--- config.mk ---
export PLATFORM = sky130hd
export DESIGN_NAME = mfb_slave_flow
export DESIGN_NICKNAME = d
export VERILOG_FILES = /design/src/hw/mfb_buf2.v /design/src/hw/mfb_slave_flow.v
export VERILOG_INCLUDE_DIRS = /design/src /design/src/hw
export SDC_FILE = /design/constraint.sdc
export NUM_CORES = 1
export LEC_CHECK = 0
export BUFFER_PORTS_ARGS = -buffer_cell sky130_fd_sc_hd__buf_4
export CAP_MARGIN = 20
export CELL_PAD_IN_SITES_DETAIL_PLACEMENT = 0
export CELL_PAD_IN_SITES_GLOBAL_PLACEMENT = 1
export CORE_MARGIN = 2
export CORE_UTILIZATION = 41
export DETAILED_ROUTE_END_ITERATION = 10
export GPL_TIMING_DRIVEN = 0
export PLACE_DENSITY = 0.81
export SETUP_SLACK_MARGIN = 0.4
export SLEW_MARGIN = 15
export SYNTH_ARGS = -nofsm -noshare
export SYNTH_HDL_FRONTEND = slang
export SYNTH_SLANG_ARGS = --single-unit
--- constraint.sdc ---
create_clock -name sys_clk_i -period 5.3 [get_ports sys_clk_i]
set_clock_uncertainty 0.05 [all_clocks]
set_input_delay 0 -clock sys_clk_i [delete_from_list [all_inputs] [get_ports sys_clk_i]]
set_output_delay 0 -clock sys_clk_i [all_outputs]
set_load 0.01 [all_outputs]
--- src/hw/mfb_defs.vh ---
// constants for the memory-mapped slave flow, pipeline and burst block
`ifndef MFB_DEFS_VH
`define MFB_DEFS_VH

// ------------------------------------------------------------------
// response codes on the shared two-bit answer bus
// ------------------------------------------------------------------
`define MFB_RESP_OK 2'h0
`define MFB_RESP_RSVD 2'h1
`define MFB_RESP_FAIL 2'h2
`define MFB_RESP_UNMAP 2'h3

// ------------------------------------------------------------------
// default widths and command buffer depth
// ------------------------------------------------------------------
`define MFB_DATA_W 32
`define MFB_BURST_W 4
`define MFB_OUTST_W 8
`define MFB_BUF_DEPTH 2

`endif

--- src/hw/mfb_buf2.v ---
// two-entry command buffer with valid and ready on both sides
`timescale 1ns/1ps
`default_nettype none

module mfb_buf2 #(
  parameter W = 8
) (
  input wire sys_clk_i,
  input wire nrst_i,
  input wire in_valid_i,
  input wire [W-1:0] in_data_i,
  output wire in_ready_o,
  output wire out_valid_o,
  output wire [W-1:0] out_data_o,
  input wire out_ready_i,
  output wire [1:0] level_o
);

  reg [W-1:0] slot_r [0:1];
  reg [1:0] level_r;
  reg valid_r;
  wire [1:0] level_nxt;
  wire push;
  wire pop;
  integer i;

  // ------------------------------------------------------------------
  // handshakes
  // ------------------------------------------------------------------
  assign in_ready_o = (level_r != 2'h2);
  // valid has its own flop so the consumer never sees a decoded strobe
  assign out_valid_o = valid_r;
  assign level_nxt = level_r + {1'b0, push} - {1'b0, pop};
  assign out_data_o = slot_r[0];
  assign level_o = level_r;
  assign push = in_valid_i & in_ready_o;
  assign pop = out_ready_i & out_valid_o;

  // slot 0 is always the head so the consumer sees a flop directly
  always @(posedge sys_clk_i) begin
    if (!nrst_i) begin
      level_r <= 2'h0;
      valid_r <= 1'b0;
      for (i = 0; i < 2; i = i + 1) begin
        slot_r[i] <= {W{1'b0}};
      end
    end else begin
      level_r <= level_nxt;
      valid_r <= (level_nxt != 2'h0);
      if (pop) begin
        slot_r[0] <= slot_r[1];
      end
      if (push) begin
        // new word lands behind whatever survives this edge
        if (level_r == 2'h0 || (level_r == 2'h1 && pop)) begin
          slot_r[0] <= in_data_i;
        end else begin
          slot_r[1] <= in_data_i;
        end
      end
    end
  end

endmodule // mfb_buf2

`default_nettype wire

--- src/hw/mfb_slave_flow.v ---
// memory-mapped slave front end: stall, pipelined reads, write responses
`timescale 1ns/1ps
`default_nettype none
`include "mfb_defs.vh"

// Operation
// - raise stall whenever the current read or write cannot be taken.
// - stall may stay high in idle cycles with nothing pending.
// - stall is held high throughout reset to avoid lockup.
// - one read-valid pulse per returned word; burst of n gives n.
// - read-valid never in the cycle the read command is taken.
// - read data may return even while new commands are stalled.
// - pipelined and bursting read interfaces carry the read-valid strobe.
// - each write gets a response, no earlier than one clock after.
// - burst length field 1 to 11 bits, counting transfers.
// - burst length at least one; maximum burst a power of two.
// - address width covers burst width plus log2 symbols per word.
// - burst start found by counting write beats, not by the marker.
// - everything runs on one input clock.
// - response codes 00 ok, 01 reserved, 10 failure, 11 unmapped.
// - one response code per read word, even on error.
// - one write response per burst, after its final beat is taken.
// - active-low stall and read-valid copies are offered too.
module mfb_slave_flow #(
  parameter DATA_W = `MFB_DATA_W,
  parameter BURST_W = `MFB_BURST_W,
  parameter OUTST_W = `MFB_OUTST_W
) (
  input wire sys_clk_i,
  input wire nrst_i,
  input wire m_read_i,
  input wire m_write_i,
  input wire [BURST_W-1:0] m_burst_len_i,
  input wire [DATA_W-1:0] m_wr_data_i,
  output wire m_stall_o,
  output wire m_stall_n_o,
  output wire m_rd_valid_o,
  output wire m_rd_valid_n_o,
  output wire [DATA_W-1:0] m_rd_data_o,
  output wire [1:0] m_resp_o,
  output wire m_wr_resp_valid_o,
  output wire c_cmd_valid_o,
  input wire c_cmd_ready_i,
  output wire c_cmd_write_o,
  output wire c_cmd_last_o,
  output wire [BURST_W-1:0] c_cmd_len_o,
  output wire [DATA_W-1:0] c_cmd_data_o,
  input wire c_rd_valid_i,
  input wire [DATA_W-1:0] c_rd_data_i,
  input wire [1:0] c_rd_resp_i,
  input wire c_wr_done_i,
  input wire [1:0] c_wr_resp_i,
  output wire c_wr_hold_o
);

  localparam ENT_W = DATA_W + BURST_W + 2;
  // headroom so a whole maximum burst always fits in the read counter
  localparam [OUTST_W-1:0] RD_LIMIT =
    {OUTST_W{1'b1}} - {{(OUTST_W-BURST_W){1'b0}}, {BURST_W{1'b1}}};
  // narrowest word address a bursting neighbour may use with this length
  localparam ADDR_W_MIN = BURST_W;

  // ------------------------------------------------------------------
  // state
  // ------------------------------------------------------------------
  reg stall_r;
  reg stall_n_r;
  reg rd_valid_r;
  reg rd_valid_n_r;
  reg [DATA_W-1:0] rd_data_r;
  reg [1:0] resp_r;
  reg wr_resp_valid_r;
  reg [OUTST_W-1:0] rd_outst_r;
  reg [OUTST_W-1:0] rd_outst_nxt;
  reg [BURST_W-1:0] wr_left_r;
  reg [BURST_W-1:0] wr_left_nxt;
  reg [OUTST_W-1:0] wr_bursts_r;
  reg [OUTST_W-1:0] wr_bursts_nxt;
  reg wr_pend_r;
  reg [1:0] wr_pend_code_r;
  reg wr_last;
  reg [BURST_W-1:0] eff_len;
  reg rd_ret;
  reg wr_take;
  reg wr_issue;
  reg [1:0] wr_code;
  reg [1:0] lvl_nxt;

  wire rd_acc;
  wire wr_acc;
  wire buf_in_valid;
  wire buf_in_ready;
  wire [ENT_W-1:0] buf_in_data;
  wire [ENT_W-1:0] buf_out_data;
  wire buf_out_valid;
  wire [1:0] buf_level;

  // ------------------------------------------------------------------
  // acceptance and buffer entry
  // ------------------------------------------------------------------
  // a request counts only on an edge where stall is low
  assign rd_acc = m_read_i & ~stall_r;
  assign wr_acc = m_write_i & ~m_read_i & ~stall_r;
  assign buf_in_valid = rd_acc | wr_acc;
  assign buf_in_data = {wr_acc, wr_last, eff_len, m_wr_data_i};

  // burst tracking by beat counting; the legacy marker is never looked at
  always @* begin
    // a zero length is illegal, so treat it as a single beat
    eff_len = (m_burst_len_i == {BURST_W{1'b0}}) ?
      {{(BURST_W-1){1'b0}}, 1'b1} : m_burst_len_i;
    wr_last = 1'b0;
    wr_left_nxt = wr_left_r;
    if (wr_acc) begin
      if (wr_left_r == {BURST_W{1'b0}}) begin
        // first beat of a new write burst
        wr_left_nxt = eff_len - {{(BURST_W-1){1'b0}}, 1'b1};
        wr_last = (wr_left_nxt == {BURST_W{1'b0}});
      end else begin
        wr_left_nxt = wr_left_r - {{(BURST_W-1){1'b0}}, 1'b1};
        wr_last = (wr_left_nxt == {BURST_W{1'b0}});
      end
    end
  end

  mfb_buf2 #(
    .W(ENT_W)
  ) u_cmd_buf (
    .sys_clk_i(sys_clk_i),
    .nrst_i(nrst_i),
    .in_valid_i(buf_in_valid),
    .in_data_i(buf_in_data),
    .in_ready_o(buf_in_ready),
    .out_valid_o(buf_out_valid),
    .out_data_o(buf_out_data),
    .out_ready_i(c_cmd_ready_i),
    .level_o(buf_level)
  );

  // ------------------------------------------------------------------
  // answer bookkeeping
  // ------------------------------------------------------------------
  always @* begin
    // read words only pass while beats are owed
    rd_ret = c_rd_valid_i & (rd_outst_r != {OUTST_W{1'b0}});
    rd_outst_nxt = rd_outst_r
      + (rd_acc ? {{(OUTST_W-BURST_W){1'b0}}, eff_len} : {OUTST_W{1'b0}})
      - {{(OUTST_W-1){1'b0}}, rd_ret};
    // write completions only count while a finished burst is owed
    wr_take = c_wr_done_i & ~wr_pend_r &
      (wr_bursts_r != {OUTST_W{1'b0}});
    // the shared answer bus gives reads priority over writes
    wr_issue = ~rd_ret & (wr_pend_r | wr_take);
    wr_code = wr_pend_r ? wr_pend_code_r : c_wr_resp_i;
    wr_bursts_nxt = wr_bursts_r
      + {{(OUTST_W-1){1'b0}}, (wr_acc & wr_last)}
      - {{(OUTST_W-1){1'b0}}, wr_issue};
    lvl_nxt = buf_level + {1'b0, buf_in_valid & buf_in_ready}
      - {1'b0, buf_out_valid & c_cmd_ready_i};
  end

  // counters and the parked write answer
  always @(posedge sys_clk_i) begin
    if (!nrst_i) begin
      rd_outst_r <= {OUTST_W{1'b0}};
      wr_left_r <= {BURST_W{1'b0}};
      wr_bursts_r <= {OUTST_W{1'b0}};
      wr_pend_r <= 1'b0;
      wr_pend_code_r <= `MFB_RESP_OK;
    end else begin
      rd_outst_r <= rd_outst_nxt;
      wr_left_r <= wr_left_nxt;
      wr_bursts_r <= wr_bursts_nxt;
      if (wr_issue) begin
        wr_pend_r <= 1'b0;
      end else if (wr_take) begin
        // collided with a read word, so park it for a free cycle
        wr_pend_r <= 1'b1;
        wr_pend_code_r <= c_wr_resp_i;
      end
    end
  end

  // ------------------------------------------------------------------
  // master-facing outputs, all registered
  // ------------------------------------------------------------------
  // registering the answers keeps them at least one edge after acceptance
  always @(posedge sys_clk_i) begin
    if (!nrst_i) begin
      stall_r <= 1'b1;
      stall_n_r <= 1'b0;
      rd_valid_r <= 1'b0;
      rd_valid_n_r <= 1'b1;
      rd_data_r <= {DATA_W{1'b0}};
      resp_r <= `MFB_RESP_OK;
      wr_resp_valid_r <= 1'b0;
    end else begin
      // stall when the buffer or the read counter cannot take another
      stall_r <= (lvl_nxt == 2'h2) || (rd_outst_nxt > RD_LIMIT);
      stall_n_r <= ~((lvl_nxt == 2'h2) || (rd_outst_nxt > RD_LIMIT));
      rd_valid_r <= rd_ret;
      rd_valid_n_r <= ~rd_ret;
      rd_data_r <= c_rd_data_i;
      wr_resp_valid_r <= wr_issue;
      if (rd_ret) begin
        resp_r <= c_rd_resp_i;
      end else if (wr_issue) begin
        resp_r <= wr_code;
      end else begin
        resp_r <= `MFB_RESP_OK;
      end
    end
  end

  assign m_stall_o = stall_r;
  assign m_stall_n_o = stall_n_r;
  assign m_rd_valid_o = rd_valid_r;
  assign m_rd_valid_n_o = rd_valid_n_r;
  assign m_rd_data_o = rd_data_r;
  assign m_resp_o = resp_r;
  assign m_wr_resp_valid_o = wr_resp_valid_r;
  assign c_cmd_valid_o = buf_out_valid;
  assign c_cmd_write_o = buf_out_data[ENT_W-1];
  assign c_cmd_last_o = buf_out_data[ENT_W-2];
  assign c_cmd_len_o = buf_out_data[DATA_W+BURST_W-1:DATA_W];
  assign c_cmd_data_o = buf_out_data[DATA_W-1:0];
  assign c_wr_hold_o = wr_pend_r;

endmodule // mfb_slave_flow

`default_nettype wire

==> results of run 1 <==
==> per-layer routing <==
layer	wire, um	share of wire (%)	track usage, %	up-vias
met5	0	0	0	-
met4	197	1.3	5.566	0
met3	708	4.8	4.294	18
li1	-	-	-	2469
met1	6387	43	21.92	2309
met2	7497	51	32.18	125
==> how the worst max path moves through the flow <==
| stage | cells after the start | endpoint | from | slack [ns] |
|---|---|---|---|---|
| 3_3_place_gp | 4 | u_cmd_buf.slot_r[0][64] | u_cmd_buf.level_o[0] | -0.009 |
| 5_1_grt | 15 | wr_bursts_r[6] | wr_left_r[0] | 1.51 |
| 6_report | 15 | wr_bursts_r[6] | wr_left_r[0] | 1.79 |
| 3_5_place_dp | 15 | wr_bursts_r[6] | wr_left_r[0] | 1.78 |
| 2_1_floorplan | 4 | u_cmd_buf.slot_r[0][38] | u_cmd_buf.level_o[0] | 1.31 |
| 4_1_cts | 15 | wr_bursts_r[6] | wr_left_r[0] | 1.77 |
==> cell usage after synthesis (7+ instances only) <==
| cell | count |
|---|---|
| a21oi_1 | 26 |
| a21oi_2 | 20 |
| and2_1 | 79 |
| buf_4 | 37 |
| clkbuf_1 | 15 |
| dfxtp_1 | 65 |
| edfxtp_1 | 76 |
| ha_1 | 30 |
| inv_1 | 39 |
| mux2i_1 | 8 |
| nand2_1 | 84 |
| nor2_1 | 17 |
| nor2b_1 | 7 |
| o21ai_0 | 9 |
| xor2_1 | 7 |
==> cell families (layout without fill, tap and decap cells) <==
group,Yosys count,in the layout,share of synthesized area (%)
and+or+nand+nor,220,220,17.71
DFF,141,141,55.44
buffers and inverters,99,368,8.730
AOI/OAI and AO/OA,82,82,8.827
adders and majority gates,32,32,6.427
xor gates and xnor gates,12,12,1.626
muxes,8,8,1.239
==> registers in the layout (all words and copies together) (netlist names) <==
signal and cells:
m_stall_o 1, wr_left_r 4, wr_bursts_r 8, m_rd_data_o 32, rd_outst_r 8, m_rd_valid_n_o 1
m_stall_n_o 1, m_wr_resp_valid_o 1, wr_pend_code_r 2, m_rd_valid_o 1, u_cmd_buf.slot_r 76, u_cmd_buf.out_valid_o 1
m_resp_o 2, u_cmd_buf.level_o 2, c_wr_hold_o 1
==> worst max-delay path: stages, from the launching register on <==
cell and delay (ns):
dfxtp_1 0.35, inv_1 0.07, ha_1 0.21, nor3b_2 0.36
o311ai_0 0.24, and3_1 0.25, nand2_1 0.18, ha_1 0.17
inv_1 0.04, ha_1 0.20, fa_1 0.41, a21oi_1 0.18
o21bai_1 0.12, a21oi_1 0.22, nor4b_1 0.08, a311o_1 0.27
==> layout make-up <==
| cell class | count | share of cell area [%] |
|---|---|---|
| inverters | 40 | 1.602 |
| plain buffers | 59 | 4.419 |
| well taps | 211 | 2.817 |
| clock buffers | 26 | 6.155 |
| multi-input cells | 354 | 24.89 |
| flip-flops and latches | 141 | 38.24 |
| clock inverters | 6 | 0.4406 |
| repair buffers | 237 | 21.44 |
==> power by group <==
group / leakage [nW] / total (mW) / internal [mW] / switching (mW)
combinational: 2.46 / 1.70 / 0.822 / 0.878
sequential: 1.34 / 1.55 / 1.45 / 0.0957
clock: 0.308 / 1.19 / 0.751 / 0.442
total: 4.11 / 4.44 / 3.02 / 1.42
==> results.tsv, run 1 <==
stage	metric	value	unit
floorplan	coreArea	15310	sq um
clock_tree	cts_hold_buf	79	
floorplan	initial_core_util	42.21	%
synth	syn_nets	705	
critical_path	r2r_setup_slack	1.79	ns
global_routing	antenna_found_initial	0	
critical_path	worstSetupEndpointType	register	
clock_tree	clockBufferDepth	2	
synth	synth_cell_types	53	
min_path	hp-start	m_read_i	
clock_tree	clkLatencyLatePin	0.41	ns
finish	syn2layout_area_growth	44.99	%
synth	synthCells	594	
finish	fin_area	9371	sq um
finish	fillers	1269	
finish	layout_common_cells	buf_4, nand2_1, and2_1, dlygate4sd3_1, edfxtp_1	
finish	diodes	0	
timing	finalWorstPathRequiredPeriod	3.507	ns
clock_tree	cts_buffers	17	
synth	ys_seq_area_share	55.44	%
placement	dp_slack	1.784	ns
finish	final_nets	961	
floorplan	row_count	45	
critical_path	timing.rr.start	wr_left_r[0]	
finish	fin_util	61.19	%
synth	synth_area_leaders	edfxtp_1, dfxtp_1, and2_1	
timing	slew_violations	0	
placement	port_buffers	156	
finish	final_common_cell	buf_4	
clock_tree	htreeDepth	4	
route	vias_per_cell	4.582	
route	vias	4921	
route	firstDrtPassIters	4	
placement	dpl.hpwl	10220	um
timing	setup_viol	0	
synth	syn_area	6464	sq um
critical_path	cp_max_fo	5	
route	ant_nets	0	
global_routing	grt_pass1_wl	23890	um
synth	yosys_most_used_dff	edfxtp_1	
placement	placed_area	7963	sq um
timing	finalCritPeriodShare	66.18	%
clock_tree	cts_tree	built	
power_and_ir_drop	ir_drop	269.9	uV
synth	yosys.area.top_type	edfxtp_1	
outcome	outcome	complete, no violations	
timing	final_hold_viol_count	0	
synth	synth_edf_count	76	
synth	synth-async-reset-ratio	0	%
placement	routabilityCongestion	0.7828	
route	drc	0	
floorplan	die_height	129.6	um
clock_tree	clock-root-buffer	clkbuf_16	
finish	multi_input_area	2332	sq um
critical_path	worstPathArrival	3.75	ns
floorplan	pin_count	158	
timing	fin_tns_setup	0	ns
clock_tree	clkTransAtPathRegs	0.06	ns
global_routing	grt.total_usage	18.17	%
critical_path	crit_path_start_kind	register	
min_path	hold_depth	4	
clock_tree	cts_setup_buffers	0	
floorplan	die_w	129.6	um
timing	relSlewSlack	61.38	%
power_and_ir_drop	leakagePower	4.109	nW
global_routing	grt_pass1_vias	5061	
global_routing	grt_remaining_overflow	0	
synth	avgSynthCellArea	10.88	sq um
route	drt_iter0_drc	199	
synth	synth_warnings	0	
route	wl_per_cell	13.77	um
timing	fmax	285.1	MHz
critical_path	rr_worst_depth	15	
timing	tightest_slew	0.5771	ns
finish	layout-drive-gt1-share	31.05	%
min_path	whs_endpoint	u_cmd_buf.slot_r[0][75]	
critical_path	worst_ep_required_time	5.55	ns
flow_run	cap_violations	0	
critical_path	critical_path_class	reg2reg	
finish	seq_area	3583	sq um
timing	rsz0062_at_grt	no	
global_routing	grt_max_degree	30	
clock_tree	numClockSinks	141	
power_and_ir_drop	powerDensity	473.9	nW/um^2
synth	synth_seq_cells	141	
floorplan	dieArea	16790	sq um
critical_path	rr_endpoint	wr_bursts_r[6]	
route	wirelength	14790	um
clock_tree	postCtsResizedCells	0	
timing	finalWorstSetupSlack	1.793	ns
placement	placed_cells	963	
finish	layoutNonFillerInstCount	1074	
power_and_ir_drop	p_total	4.441	mW
timing	hold_slack	0.05829	ns
min_path	hold_class	in2reg	
synth	synth_top_area_share	35.31	%
No activity file was read; power rests on OpenSTA's default activity.
==> run 2: changes to the inputs <==
--- a/config.mk
+++ b/config.mk
@@ -11,10 +11,10 @@
 export CELL_PAD_IN_SITES_DETAIL_PLACEMENT = 0
 export CELL_PAD_IN_SITES_GLOBAL_PLACEMENT = 1
 export CORE_MARGIN = 2
-export CORE_UTILIZATION = 41
+export CORE_UTILIZATION = 37
 export DETAILED_ROUTE_END_ITERATION = 10
 export GPL_TIMING_DRIVEN = 0
-export PLACE_DENSITY = 0.81
+export PLACE_DENSITY = 0.77
 export SETUP_SLACK_MARGIN = 0.4
 export SLEW_MARGIN = 15
 export SYNTH_ARGS = -nofsm -noshare
==> constraint.sdc (replaced) <==
create_clock -name sys_clk_i -period 2.8 [get_ports sys_clk_i]
set_clock_uncertainty 0.05 [all_clocks]
set_input_delay 0 -clock sys_clk_i [delete_from_list [all_inputs] [get_ports sys_clk_i]]
set_output_delay 0 -clock sys_clk_i [all_outputs]
set_load 0.01 [all_outputs]
==> run 2 against run 1 <==
Net effect: the run now ends with setup timing left; sequential share of layout area is 1.8 points lower; final cell count is 3.5% higher; core utilization is 3.8 points lower; total power is 110% higher; non-clock buffer count is 23 higher; combinational power is 140% higher; first-iteration DRC count is 14% lower; global-route usage is 1.4 points lower; critical path type unchanged; highest routed layer unchanged.
==> results.tsv, run 2 (synthesis gave the netlist of run 1 again) <==
stage	metric	value	unit	change
critical_path	max_stage_delay	0.36	ns	-0.05 ns
floorplan	dieArea	18540	sq um	+10%
global_routing	grt_pass1_wl	24330	um	+1.9%
critical_path	crit_path_top_delay_cell	dfxtp_2		
timing	finalCritPeriodShare	104.9	%	+39 points
clock_tree	htreeDepth	4		unchanged
critical_path	crit_family	adder cells		
min_path	hold_depth	4		unchanged
global_routing	grt.total_usage	16.78	%	-1.4 points
critical_path	cp_num_cells	15		unchanged
finish	syn2layout_area_growth	52.57	%	
critical_path	worst_ep_required_time	3.04	ns	-2.51 ns
timing	setup_viol	6		+6
flow_run	cap_violations	0		unchanged
global_routing	grt_remaining_overflow	0		unchanged
critical_path	rr_worst_depth	15		unchanged
critical_path	crit_top_cell	ha_4		
global_routing	antenna_found_initial	0		unchanged
placement	dpl.hpwl	10470	um	+2.4%
power_and_ir_drop	ir_drop	563.4	uV	+110%
global_routing	grt_max_degree	39		+30%
route	vias_per_cell	4.571		-0.24%
timing	fin_tns_setup	-0.3018	ns	-0.3018 ns
route	vias	5083		+3.3%
timing	finalWorstSetupSlack	-0.1363	ns	-1.929 ns
finish	largest_register_ff_count	76		unchanged
finish	fillers	1454		+15%
clock_tree	clockBufferDepth	2		unchanged
finish	final_nets	985		+2.5%
timing	slew_violations	0		unchanged
critical_path	critical_path_class	reg2reg		
floorplan	row_count	48		+6.7%
route	drt_iter0_drc	171		-14%
clock_tree	clkTransAtPathRegs	0.06	ns	about the same
finish	final_common_cell	buf_4		
timing	fmax	340.6	MHz	+19%
route	wirelength	15570	um	+5.2%
clock_tree	cts_tree	built		
placement	port_buffers	156		unchanged
clock_tree	clock-root-buffer	clkbuf_16		
power_and_ir_drop	leakagePower	4.257	nW	+3.6%
placement	routabilityCongestion	0.7602		-2.9%
critical_path	crit_chain	inv_2 > ha_4 > nor3b_4 > o311ai_2 > and3_1 > nand2_2 > ha_4 > inv_2 > ha_4 > fa_2 > a21oi_2 > o21bai_2 > a21oi_2 > nor4b_2 > a311o_1		
timing	rsz0062_at_grt	yes		
placement	placed_area	8099	sq um	+1.7%
critical_path	path_buf_inv	2		unchanged
floorplan	die_height	136.2	um	+5.1%
floorplan	coreArea	17180	sq um	+12%
clock_tree	cts_buffers	17		unchanged
critical_path	worstSetupEndpointType	register		
power_and_ir_drop	p_total	9.284	mW	+110%
finish	layout_common_cells	buf_4, nand2_1, and2_1, dlygate4sd3_1, edfxtp_1		
clock_tree	clkLatencyLatePin	0.42	ns	about the same
critical_path	worstPathArrival	3.18	ns	-0.57 ns
critical_path	crit_path_start_kind	register		
finish	fin_area	9862	sq um	+5.2%
finish	largest_register	u_cmd_buf.slot_r		
route	ant_nets	0		unchanged
floorplan	pin_count	158		unchanged
timing	final_hold_viol_count	0		unchanged
floorplan	initial_core_util	37.63	%	-4.6 points
finish	diodes	0		unchanged
route	wl_per_cell	14.00	um	+1.6%
timing	relSlewSlack	51.39	%	-10 points
placement	dp_slack	-0.3554	ns	-2.140 ns
global_routing	grt_pass1_vias	5186		+2.5%
floorplan	die_w	136.2	um	+5.1%
route	firstDrtPassIters	4		unchanged
clock_tree	numClockSinks	141		unchanged
min_path	hold_class	in2reg		
route	drc	0		unchanged
timing	finalWorstPathRequiredPeriod	2.936	ns	-0.5710 ns
power_and_ir_drop	powerDensity	941.4	nW/um^2	+99%
timing	tightest_slew	0.7292	ns	+0.1521 ns
outcome	outcome	finished with violations		
critical_path	cp_max_fo	3		-2
outcome	violations	setup timing		
finish	layout-drive-gt1-share	38.90	%	+7.8 points
## run 2: cell types whose count changed in the layout (fill, tap and decap cells not counted), sizes merged
cell,previous run,this run
buf,202,226
clkbuf,41,34
bufinv,0,3
clkinvlp,1,4
dlygate4sd3,79,78
inv,41,42
nand3,5,6
## run 2: worst paths after layout
kind	from	endpoint	slack [ns]
max reg2reg	wr_left_r[1]	wr_bursts_r[6]	-0.14
min	m_write_i	wr_left_r[3]	0.01
max	wr_left_r[1]	wr_bursts_r[6]	-0.14
min reg2reg	wr_left_r[1]	wr_left_r[1]	0.46
## run 2: routing by layer
layer  up-vias  global-route usage, %  part of all wire, %  wire length [um]
li1       2519                      -                    -                 -
met1      2403                  19.90                   42              6574
met2       138                  29.17                   51              7903
met3        23                  4.288                  5.5               852
met4         0                  6.366                  1.5               235
met5         -                      0                    0                 0
## run 2: final cells by class
cell class	instances	area (sq um)	area share (%)
flip-flops and latches	141	3591	36.41
multi-input cells	355	2659	26.96
repair buffers	260	2167	21.97
clock buffers	19	432.9	4.390
plain buffers	59	414.1	4.199
well taps	225	281.5	2.855
clock inverters	13	166.4	1.687
inverters	40	150.1	1.522
## run 2: worst register-to-register path, stage by stage (launching register included)
cell and delay, ns:
dfxtp_2 0.36, inv_2 0.06, ha_4 0.16, nor3b_4 0.16, o311ai_2 0.09, and3_1 0.24
nand2_2 0.10, ha_4 0.28, inv_2 0.03, ha_4 0.15, fa_2 0.35, a21oi_2 0.15
o21bai_2 0.10, a21oi_2 0.18, nor4b_2 0.07, a311o_1 0.29
## run 2: power breakdown
group / leakage [nW] / switching [mW] / internal, mW
Sequential: 1.34 / 0.216 / 2.75
Combinational: 2.64 / 1.99 / 2.04
Clock: 0.280 / 0.876 / 1.41
## run 2: stage by stage
step,std cells,util [%],hold WS [ns]
2_1_floorplan,594,-,0.05862
3_3_place_gp,975,46.99,0.1513
3_5_place_dp,976,47.15,0.1563
4_1_cts,1100,56.39,0.02900
5_1_grt,1112,57.42,0.05514
6_report,1112,57.42,0.01285
## run 2: what timing repair did
| action | 4_1_cts | 5_1_grt |
|---|---|---|
| cloned | 0 | 1 |
| pin swaps | 18 | 18 |
| buffers inserted | 14 | 11 |
| setup endpoints to repair | 51 | 53 |
| gates resized for setup | 24 | 15 |
| endpoints found under the hold margin | 113 | 0 |
| hold buffers | 78 | 0 |
==> run 3: changes to the inputs <==
--- a/config.mk
+++ b/config.mk
@@ -8,10 +8,10 @@
 export LEC_CHECK = 0
 export BUFFER_PORTS_ARGS = -buffer_cell sky130_fd_sc_hd__buf_4
 export CAP_MARGIN = 20
-export CELL_PAD_IN_SITES_DETAIL_PLACEMENT = 0
-export CELL_PAD_IN_SITES_GLOBAL_PLACEMENT = 1
+export CELL_PAD_IN_SITES_DETAIL_PLACEMENT = 2
+export CELL_PAD_IN_SITES_GLOBAL_PLACEMENT = 2
 export CORE_MARGIN = 2
-export CORE_UTILIZATION = 37
+export CORE_UTILIZATION = 30
 export DETAILED_ROUTE_END_ITERATION = 10
 export GPL_TIMING_DRIVEN = 0
 export PLACE_DENSITY = 0.77
==> run 3 against run 2 <==
Net effect: the run still ends with setup timing left; hold slack better by 0.028 ns; final area is 1.8% higher; combinational power is 8.4% higher; first-iteration DRC count is 12% lower; non-clock buffer count is 5 higher; count of clock-buffer cells in the layout is 2 lower; sequential power is 1% higher; total power is 5.3% higher; setup slack worse by 0.041 ns; wire length is 42% higher; clock power is 5% higher; fmax is 1.4% lower; critical endpoint unchanged; highest routed layer unchanged.
==> results.tsv, run 3 (synthesis gave the netlist of run 1 again) <==
stage	metric	value	unit	change
finish	largest_register_ff_count	76		unchanged
finish	multi_input_area	2705	sq um	+1.7%
critical_path	crit_top_cell	ha_4		
timing	setup_viol	6		unchanged
placement	port_buffers	156		unchanged
power_and_ir_drop	sw_frac_of_total	35.37	%	+2.2 points
power_and_ir_drop	power_switching	3.457	mW	+12%
route	firstDrtPassIters	4		unchanged
critical_path	endpoint	wr_bursts_r[6]		
global_routing	grt_pass1_wl	33900	um	+39%
global_routing	grt.total_usage	19.69	%	+2.9 points
critical_path	rr_endpoint	wr_bursts_r[6]		
clock_tree	htreeDepth	4		unchanged
finish	layout-drive-gt1-share	40.92	%	+2.0 points
route	vias	5342		+5.1%
critical_path	worstPathArrival	3.23	ns	+0.05 ns
floorplan	dieArea	22740	sq um	+23%
critical_path	crit_path_start_kind	register		
route	vias_per_cell	4.578		+0.14%
finish	final_common_cell	buf_4		
floorplan	initial_core_util	30.65	%	-7.0 points
critical_path	critical_path_class	reg2reg		
route	drt_iter0_drc	150		-12%
timing	finalWorstPathRequiredPeriod	2.978	ns	+0.04125 ns
global_routing	grt_pass1_vias	6246		+20%
global_routing	grt_remaining_overflow	0		unchanged
critical_path	crit_path_top_delay_cell	fa_2		
outcome	outcome	finished with violations		
route	drc	0		unchanged
critical_path	rr_worst_depth	15		unchanged
finish	syn2layout_area_growth	55.30	%	
power_and_ir_drop	p_int	6.318	mW	+1.8%
route	ant_nets	0		unchanged
global_routing	antenna_found_initial	0		unchanged
timing	finalWorstSetupSlack	-0.1775	ns	-0.04125 ns
critical_path	worst_ep_required_time	3.05	ns	about the same
finish	layout_common_cells	buf_4, nand2_1, and2_1		
route	wirelength	22100	um	+42%
critical_path	cp_num_cells	15		unchanged
finish	largest_register	u_cmd_buf.slot_r		
clock_tree	clockBufferDepth	2		unchanged
timing	fmax	335.8	MHz	-1.4%
floorplan	die_height	150.8	um	+11%
timing	slew_violations	0		unchanged
placement	routabilityCongestion	0.7262		-4.5%
outcome	violations	setup timing		
power_and_ir_drop	ir_drop	514.5	uV	-8.7%
flow_run	cap_violations	0		unchanged
global_routing	grt_max_degree	25		-36%
power_and_ir_drop	pwr-share-clk	24.5	%	about the same
power_and_ir_drop	p_total	9.776	mW	+5.3%
route	wl_per_cell	18.94	um	+35%
critical_path	crit_chain	inv_2 > ha_4 > nor3b_4 > o311ai_1 > and3_1 > nand2_2 > ha_4 > inv_2 > ha_4 > fa_2 > a21oi_2 > o21bai_2 > a21oi_2 > nor4b_2 > a311o_1		
clock_tree	clkTransAtPathRegs	0.06	ns	about the same
timing	relSlewSlack	38.86	%	-13 points
floorplan	row_count	53		+10%
placement	dpl.hpwl	13400	um	+28%
critical_path	worstSetupEndpointType	register		
power_and_ir_drop	powerDensity	973.8	nW/um^2	+3.4%
timing	rsz0062_at_grt	yes		
power_and_ir_drop	leakagePower	4.300	nW	+1.0%
timing	fin_tns_setup	-0.4602	ns	-0.1585 ns
critical_path	crit_family	adder cells		
floorplan	pin_count	158		unchanged
floorplan	coreArea	21090	sq um	+23%
power_and_ir_drop	pwr-share-seq	30.8	%	-1.2 points
clock_tree	numClockSinks	141		unchanged
clock_tree	cts_buffers	17		unchanged
timing	tightest_slew	0.9171	ns	+0.1879 ns
min_path	hold_class	in2reg		
power_and_ir_drop	combinationalPowerShare	44.7	%	+1.3 points
placement	dp_slack	-0.2958	ns	+0.05961 ns
floorplan	die_w	150.8	um	+11%
finish	fillers	2132		+47%
clock_tree	clock-root-buffer	clkbuf_16		
critical_path	crit_start	wr_left_r[1]		
critical_path	max_stage_delay	0.37	ns	about the same
critical_path	r2r_setup_slack	-0.18	ns	-0.04 ns
clock_tree	clkLatencyLatePin	0.43	ns	about the same
finish	seq_area	3597	sq um	+0.17%
timing	finalCritPeriodShare	106.3	%	+1.5 points
critical_path	timing.rr.start	wr_left_r[1]		
clock_tree	cts_tree	built		
critical_path	cp_max_fo	4		+1
finish	final_nets	990		+0.51%
finish	diodes	0		unchanged
timing	hold_slack	0.04065	ns	+0.02781 ns
critical_path	path_buf_inv	2		unchanged
timing	final_hold_viol_count	0		unchanged
run 3: area by class of cell:
cell class	instances	area share, %
Sequential cell	141	35.83
Buffer	59	4.126
Inverter	40	1.496
Multi-Input combinational cell	355	26.95
Tap cell	275	3.428
Clock inverter	15	1.845
Timing Repair Buffer	265	22.09
Clock buffer	17	4.238
run 3: how the worst min path moves through the flow:
stage                                start                 endpoint  slack [ns]  cells after the start
after floorplan             c_rd_resp_i[0]              m_resp_o[0]        0.06                      2
after global placement      c_rd_resp_i[0]              m_resp_o[0]        0.15                      3
after detailed placement    c_rd_data_i[8]           m_rd_data_o[8]        0.16                      2
after CTS                        m_write_i             wr_left_r[3]        0.02                      4
after global routing             m_write_i             wr_left_r[1]        0.06                      4
final                     m_burst_len_i[0]  u_cmd_buf.slot_r[0][32]        0.04                      3
run 3: power by group through the flow:
stage          Clock [mW]  Combinational (mW)  Sequential [mW]
3_5_place_dp            0                3.40             3.03
5_1_grt              2.54                4.82             3.06
3_3_place_gp            0                3.20             3.00
2_1_floorplan           0                2.29             2.98
6_report             2.40                4.37             3.01
4_1_cts              2.45                4.04             3.00
run 3: routing by layer:
metal  vias up  part of all wire [%]  wire, um  GRT usage (%)
li1       2528                     -         -              -
met1      2660                    38      8415          21.40
met2       121                    57     12550          38.07
met3        33                   3.4       754          4.187
met4         0                   1.7       378          5.794
met5         -                     0         0              0
run 3: per-stage QoR:
| step | instance area (sq um) | utilization (%) | std cells |
|---|---|---|---|
| finish | 10040 | 47.60 | 1167 |
| global route | 10040 | 47.60 | 1167 |
| CTS | 9876 | 46.83 | 1157 |
| detailed placement | 8162 | 38.70 | 1026 |
| global placement | 8134 | 38.57 | 1025 |
| floorplan | 6619 | - | 594 |
run 3: tightest hold or removal path: cells and delay by family:
kind,cells,cell delay [ns]
AOI/OAI and AO/OA,1,0.21
and+or+nand+nor,1,0.08
buffers and inverters,1,0.09
run 3: what timing repair did:
item                       in CTS  in global routing
hold buffers                   78                  0
buffers inserted               20                 12
cloned                          1                  0
hold endpoints to repair      112                  0
setup endpoints to repair      53                 54
pin swaps                      22                 23
gates resized for setup        35                 20
